==> src/logic/pcr_defines.vh <==
// peak code recorder: register offsets, field positions and reset values
// assumes inclusion by bare name from the recorder module only
`ifndef PCR_DEFINES_VH
`define PCR_DEFINES_VH

// ---------------------------------------------------------------
// register offsets
// ---------------------------------------------------------------
`define PCR_PEAK_BASE        8'h60
`define PCR_PEAK_CH3_HIGH    8'h67
`define PCR_PEAK_CH4_LOW     8'h68
`define PCR_PEAK_CH4_HIGH    8'h69
`define PCR_PEAK_CH5_LOW     8'h6A
`define PCR_PEAK_CH5_HIGH    8'h6B
`define PCR_PEAK_CH6_LOW     8'h6C
`define PCR_PEAK_CH6_HIGH    8'h6D
`define PCR_PEAK_CH7_LOW     8'h6E
`define PCR_MAP_FIRST        `PCR_PEAK_CH3_HIGH
`define PCR_MAP_LAST         `PCR_PEAK_CH7_LOW

// ---------------------------------------------------------------
// field positions and reset values
// ---------------------------------------------------------------
`define PCR_LOW_MSB          7
`define PCR_LOW_LSB          0
`define PCR_HIGH_MSB         15
`define PCR_HIGH_LSB         8
`define PCR_PEAK_RESET       16'h0000
`define PCR_RDATA_RESET      8'h00
`define PCR_UNMAPPED_DATA    8'h00

`endif

==> src/logic/pcr_peak_recorder.v <==
// peak code recorder: read-clear largest-code registers per channel
// assumes conversion results arrive as one-cycle strobes synchronous to
// CLK, and a plain register port with read data one cycle after strobe
//
// How it works
// - per channel hold largest code since read
// - read at 0x67..0x6E returns value, then clears that byte
// - after reset every peak reads zero
// - low byte even, high byte odd address
// - channel 3 high byte at 0x67
`timescale 1ns/1ps
`include "pcr_defines.vh"

module pcr_peak_recorder
#(
  parameter CODE_W   = 16,
  parameter FIRST_CH = 3,
  parameter LAST_CH  = 7
)
(
  // clock and reset
  input  wire        CLK,
  input  wire        RESETN,
  // conversion results
  input  wire        CONV_VALID,
  input  wire [2:0]  CONV_CHAN,
  input  wire [CODE_W-1:0] CONV_CODE,
  // register port
  input  wire [7:0]  ADDR,
  input  wire [7:0]  WDATA,
  input  wire        WR_STB,
  input  wire        RD_STB,
  output wire [7:0]  RDATA
);

  localparam NCH = LAST_CH - FIRST_CH + 1;

  reg  [7:0]        rdata_ff;
  reg  [7:0]        nxt_rdata;
  wire [NCH*8-1:0]  lo_bytes;
  wire [NCH*8-1:0]  hi_bytes;
  wire [NCH-1:0]    lo_hit;
  wire [NCH-1:0]    hi_hit;
  wire              in_map;

  // ---------------------------------------------------------------
  // address window
  // ---------------------------------------------------------------
  // bytes outside the window (channel 3 low, channel 7 high) are not
  // decoded here; they belong to the neighbouring register block
  assign in_map = (ADDR >= `PCR_MAP_FIRST) && (ADDR <= `PCR_MAP_LAST);

  // ---------------------------------------------------------------
  // per channel peak storage
  // ---------------------------------------------------------------
  genvar g;
  generate
    for (g = 0; g < NCH; g = g + 1)
    begin : gen_ch
      // integer sums are cut to the address and channel widths on purpose
      localparam integer LO_NUM  = `PCR_PEAK_BASE + 2 * (FIRST_CH + g);
      localparam integer CH_NUM  = FIRST_CH + g;
      localparam [7:0]   LO_ADDR = LO_NUM[7:0];
      localparam [7:0]   HI_ADDR = LO_ADDR + 8'h01;
      localparam [2:0]   CH_ID   = CH_NUM[2:0];

      reg  [CODE_W-1:0] peak_ff;
      reg  [CODE_W-1:0] nxt_peak;
      reg  [CODE_W-1:0] cleared;
      wire        conv_hit;

      assign lo_hit[g] = in_map && (ADDR == LO_ADDR);
      assign hi_hit[g] = in_map && (ADDR == HI_ADDR);
      assign conv_hit  = CONV_VALID && (CONV_CHAN == CH_ID);

      assign lo_bytes[g*8 +: 8] = peak_ff[`PCR_LOW_MSB:`PCR_LOW_LSB];
      assign hi_bytes[g*8 +: 8] = peak_ff[`PCR_HIGH_MSB:`PCR_HIGH_LSB];

      always @*
      begin
        cleared = peak_ff;
        if (RD_STB && lo_hit[g])
        begin
          cleared[`PCR_LOW_MSB:`PCR_LOW_LSB] = 8'h00;
        end
        if (RD_STB && hi_hit[g])
        begin
          cleared[`PCR_HIGH_MSB:`PCR_HIGH_LSB] = 8'h00;
        end
        nxt_peak = cleared;
        // strictly greater wins
        // compared against the cleared value so a code arriving with the
        // read is kept and tracking restarts from it
        if (conv_hit && (CONV_CODE > cleared))
        begin
          nxt_peak = CONV_CODE;
        end
      end

      always @(posedge CLK or negedge RESETN)
      begin
        if (!RESETN)
        begin
          peak_ff <= `PCR_PEAK_RESET;
        end
        else
        begin
          peak_ff <= nxt_peak;
        end
      end
    end
  endgenerate

  // ---------------------------------------------------------------
  // read data path
  // ---------------------------------------------------------------
  integer i;
  always @*
  begin
    nxt_rdata = `PCR_UNMAPPED_DATA;
    if (RD_STB)
    begin
      for (i = 0; i < NCH; i = i + 1)
      begin
        if (hi_hit[i])
        begin
          nxt_rdata = hi_bytes[i*8 +: 8];
        end
        if (lo_hit[i])
        begin
          nxt_rdata = lo_bytes[i*8 +: 8];
        end
      end
    end
  end

  // writes are ignored: every byte here is read-only
  always @(posedge CLK or negedge RESETN)
  begin
    if (!RESETN)
    begin
      rdata_ff <= `PCR_RDATA_RESET;
    end
    else
    begin
      rdata_ff <= nxt_rdata;
    end
  end

  assign RDATA = rdata_ff;

endmodule

==> config.mk <==
export PLATFORM = sky130hd
export DESIGN_NAME = pcr_peak_recorder
export DESIGN_NICKNAME = d
export VERILOG_FILES = /design/src/logic/pcr_peak_recorder.v
export VERILOG_INCLUDE_DIRS = /design/src /design/src/logic
export SDC_FILE = /design/constraint.sdc
export NUM_CORES = 1
export LEC_CHECK = 0
export BUFFER_PORTS_ARGS = -buffer_cell sky130_fd_sc_hd__buf_2
export CORE_ASPECT_RATIO = 0.7
export CORE_MARGIN = 8
export CORE_UTILIZATION = 45
export DETAILED_ROUTE_END_ITERATION = 10
export GPL_ROUTABILITY_DRIVEN = 0
export MAX_ROUTING_LAYER = met4
export PLACE_DENSITY = 0.73
export SKIP_LAST_GASP = 1
export SLEW_MARGIN = 20
export SYNTH_ARGS = -nofsm -noshare
export SYNTH_HDL_FRONTEND = slang
export SYNTH_SLANG_ARGS = --single-unit
==> constraint.sdc <==
create_clock -name CLK -period 2.8 [get_ports CLK]
set_clock_uncertainty 0.2 [all_clocks]
set_input_delay 0.56 -clock CLK [delete_from_list [all_inputs] [get_ports CLK]]
set_output_delay 0.56 -clock CLK [all_outputs]
set_load 0.01 [all_outputs]
==> results.txt <==
Tot GR Track Use - 27.61%
number of warnings reported in the yosys synthesis log - 0
initial standard-cell utilization of the core - 45.88%
synthesized area per cell - 10.27 sq um
share of power burned in the clock network - 19.3%
number of clock sinks seen by CTS - 88
cell total after placement - 894
main combinational cell family by area after synthesis - adder cells
detailed router's first-iteration violation count - 619
Leakage Power - 4.299 nW
total congestion overflow - 0
wire length of the first global-routing pass - 35750 um
switching share of power - 38.11%
filler cell count - 885
via count of the first global-routing pass - 6327
WHS - 13.02 ps
sequential area share after synthesis - 36.66%
pin count of the biggest net entering global routing - 45
netlist area before placement - 6007 sq um
final count of negative-setup-slack endpoints - 80
number of synthesized flops with an enable pin - 0
Max Clock Freq - 306.5 MHz
most frequent standard cell in the layout excluding fill and tap cells - sky130_fd_sc_hd__buf_4
DR vias/cell - 6.410
actual transition at the worst max-transition pin - 665.9 ps
Crit. End Element - flip-flop
final period demand of the worst path - 3263 ps
Internal Dissipation - 4.269 mW
Unique masters post-synth - 59
HPWL reported at the end of detailed placement - 16090 um
standard cell area after detailed placement - 7376 sq um
Root Driver - sky130_fd_sc_hd__clkbuf_16
post-synthesis compound-gate area fraction - 13.48%
Die H - 112.7 um
Residual DRC - 0
cell count after synthesis - 585
relative contribution of combinational cells to total power - 50.7%
unrepaired setup endpoints after global routing - true
final clock period utilization by the worst path - 116.5%
largest fanout of any net on the critical path - 6
synthesis-to-finish area growth - 46.05%
highest-count cells in the layout ignoring fill and taps - 122 x sky130_fd_sc_hd__buf_4, 88 x sky130_fd_sc_hd__dfrtp_1, 63 x sky130_fd_sc_hd__mux2i_1
main flop type after synthesis - sky130_fd_sc_hd__dfrtp_1
power share of the sequential group - 30.0%
number of antenna violations at the first check in global routing - 0
share of synthesized area spent on multiplexers - 15.08%
total of buffers placed on input and output ports - 38
Non-Filler Instances - 937
worst min-delay path class - in2async
Max clock buf depth - 2
violations in the final reports - negative setup slack
Rows - 35
clock latency on the worst-skew pair - 350 ps
net switching power - 2.629 mW
share of post-route cells with drive strength above 1 - 43.77%
kind of launch point of the worst setup path - input pin
P per Cell Area - 786.2 nW/um^2
largest vdd supply drop - 0.0003939 V
Final Power - 6.898 mW
area enclosed by the die boundary - 17360 sq um
number of detailed-route iterations in the first pass - 7
area share of and/or/nand/nor cells after synthesis - 14.06%
final instance area - 8773 sq um
Max-slew headroom - 55.00%
count of hold buffers inserted by post-cts repair - 0
number of slew-limit violations in the final report - 0
io pins - 48
Horiz. Die Dim - 154.1 um
adder-cell area share of the yosys netlist - 16.66%
fin nets - 886
Seq cells post-synth - 88
total wirelength of the detailed-routed design - 24070 um
vias - 6006
clock buffers created by TritonCTS - 9
clock tree from TritonCTS - built
ys async rst share - 100.0%
type of the worst setup path - in2reg
standard cell core area - 13090 sq um
xor/xnor cell area share of the yosys netlist - 0%
clock edge transition at the registers on the reported setup and hold paths - 70 ps
number of nets produced by synthesis - 705
count of endpoints failing hold in the final timing report - 0
setup slack of the critical path after layout - -462.8 ps
result of the run - finished with violations
routed length per placed instance - 25.69 um
Critical Path RT - 2870 ps
number of nets with antenna violations after detailed routing - 0
data arrival time at the worst-slack endpoint - 3330 ps
number of max-cap violations - 0
number of H-tree levels - 3
-- cell usage after synthesis (3+ instances only) --
cell type | count | area share, %
sky130_fd_sc_hd__buf_6 | 3 | 0.56
sky130_fd_sc_hd__nand3_1 | 14 | 1.2
sky130_fd_sc_hd__ha_1 | 80 | 17
sky130_fd_sc_hd__o211ai_1 | 3 | 0.37
sky130_fd_sc_hd__a211oi_1 | 3 | 0.37
sky130_fd_sc_hd__o22ai_1 | 9 | 0.94
sky130_fd_sc_hd__dfrtp_1 | 88 | 37
sky130_fd_sc_hd__or3_1 | 11 | 1.1
sky130_fd_sc_hd__o21a_1 | 3 | 0.37
sky130_fd_sc_hd__nor2b_1 | 4 | 0.42
sky130_fd_sc_hd__a22o_1 | 9 | 1.3
sky130_fd_sc_hd__nand4_1 | 15 | 1.6
sky130_fd_sc_hd__a21oi_1 | 25 | 2.1
sky130_fd_sc_hd__clkbuf_1 | 7 | 0.44
sky130_fd_sc_hd__and2_1 | 6 | 0.62
sky130_fd_sc_hd__a31oi_1 | 4 | 0.42
sky130_fd_sc_hd__mux2i_1 | 68 | 11
sky130_fd_sc_hd__nand2_1 | 70 | 4.4
sky130_fd_sc_hd__nor4_1 | 3 | 0.31
sky130_fd_sc_hd__nor2_1 | 23 | 1.4
sky130_fd_sc_hd__and4_1 | 3 | 0.44
sky130_fd_sc_hd__a21o_1 | 6 | 0.75
sky130_fd_sc_hd__mux2_2 | 20 | 3.7
sky130_fd_sc_hd__o21ai_0 | 10 | 0.83
sky130_fd_sc_hd__a22oi_1 | 8 | 1.0
sky130_fd_sc_hd__a221oi_1 | 8 | 1.2
sky130_fd_sc_hd__inv_1 | 33 | 2.1
sky130_fd_sc_hd__nand4b_1 | 5 | 0.73
sky130_fd_sc_hd__buf_2 | 5 | 0.42
-- flip-flops by register name, summed over array words and instances (netlist names) --
name / cells
gen_ch.peak_ff: 80
RDATA: 8
-- metal layers --
metal / up-vias / routed length (um) / part of all wire [%] / GRT usage (%)
met5: - / 0 / 0 / -
met3: 110 / 2732 / 11 / 10.17
met2: 379 / 10870 / 45 / 40.86
li1: 2544 / - / - / -
met1: 2973 / 9391 / 39 / 33.29
met4: 0 / 1079 / 4.5 / 12.10
-- logic make-up after synthesis --
kind of cell / count (synthesis)
compound gates: 108
simple gates: 168
mux: 88
fa+ha+maj: 80
flops: 88
buf+inv: 53
-- path summary, 6_finish.rpt --
path                                  startpoint  depth (start not counted)  slack, ps              endpoint
max                                      ADDR[4]                         16       -460  gen_ch[1].peak_ff[7]
min                                       RESETN                          1         10  gen_ch[1].peak_ff[0]
max reg2reg                gen_ch[4].peak_ff[14]                          8        100  gen_ch[4].peak_ff[2]
min reg2reg                 gen_ch[0].peak_ff[2]                          2        330  gen_ch[0].peak_ff[2]
max in group asynchronous                 RESETN                          2       1720  gen_ch[4].peak_ff[4]
min in group CLK            gen_ch[0].peak_ff[2]                          2        330  gen_ch[0].peak_ff[2]
-- power by group through the flow --
stage | logic, mW | registers [mW] | clock network (mW)
after global routing | 3.75 | 2.11 | 1.38
after detailed placement | 2.69 | 2.00 | 0
final | 3.50 | 2.07 | 1.33
after floorplan | 1.56 | 1.91 | 0
after global placement | 2.54 | 1.98 | 0
after CTS | 3.14 | 2.03 | 1.33
-- stage by stage --
stage          utilization [%]  setup TNS (ps)  setup WS [ps]
3_3_place_gp             56.33          -56860         -814.0
4_1_cts                  64.33          -24610         -443.2
5_1_grt                  66.99          -35910         -584.4
6_report                 67.00          -29680         -462.8
3_5_place_dp             56.33          -64980         -930.7
2_1_floorplan                -          -30200         -577.0
-- repair_timing --
item	in CTS	in global routing
gates cloned	2	0
pin swaps	30	46
buffers inserted	14	14
resized for setup	119	53
endpoints found under the setup margin	80	80
-- worst max-delay path, cell delays in order --
cell	delay, ps
sky130_fd_sc_hd__buf_6	100
sky130_fd_sc_hd__and4bb_2	320
sky130_fd_sc_hd__buf_6	100
sky130_fd_sc_hd__and2_4	140
sky130_fd_sc_hd__a22o_1	170
sky130_fd_sc_hd__nand3_4	130
sky130_fd_sc_hd__buf_6	160
sky130_fd_sc_hd__nand2_4	80
sky130_fd_sc_hd__ha_4	210
sky130_fd_sc_hd__a21o_1	210
sky130_fd_sc_hd__a2111oi_4	300
sky130_fd_sc_hd__nor2_2	90
sky130_fd_sc_hd__o31ai_4	250
sky130_fd_sc_hd__buf_6	160
sky130_fd_sc_hd__buf_8	130
sky130_fd_sc_hd__mux2i_2	200
-- cell type report --
| type | count | area (sq um) | share of cell area [%] |
|---|---|---|---|
| inverters | 34 | 130.1 | 1.483 |
| repair buffers | 188 | 1509 | 17.20 |
| clock inverters | 6 | 93.84 | 1.070 |
| flip-flops and latches | 88 | 2202 | 25.10 |
| well taps | 166 | 207.7 | 2.367 |
| clock buffers | 9 | 225.2 | 2.567 |
| diodes | 1 | 2.502 | 0.02852 |
| multi-input cells | 445 | 4403 | 50.19 |
No activity file was read; power rests on OpenSTA's default activity.
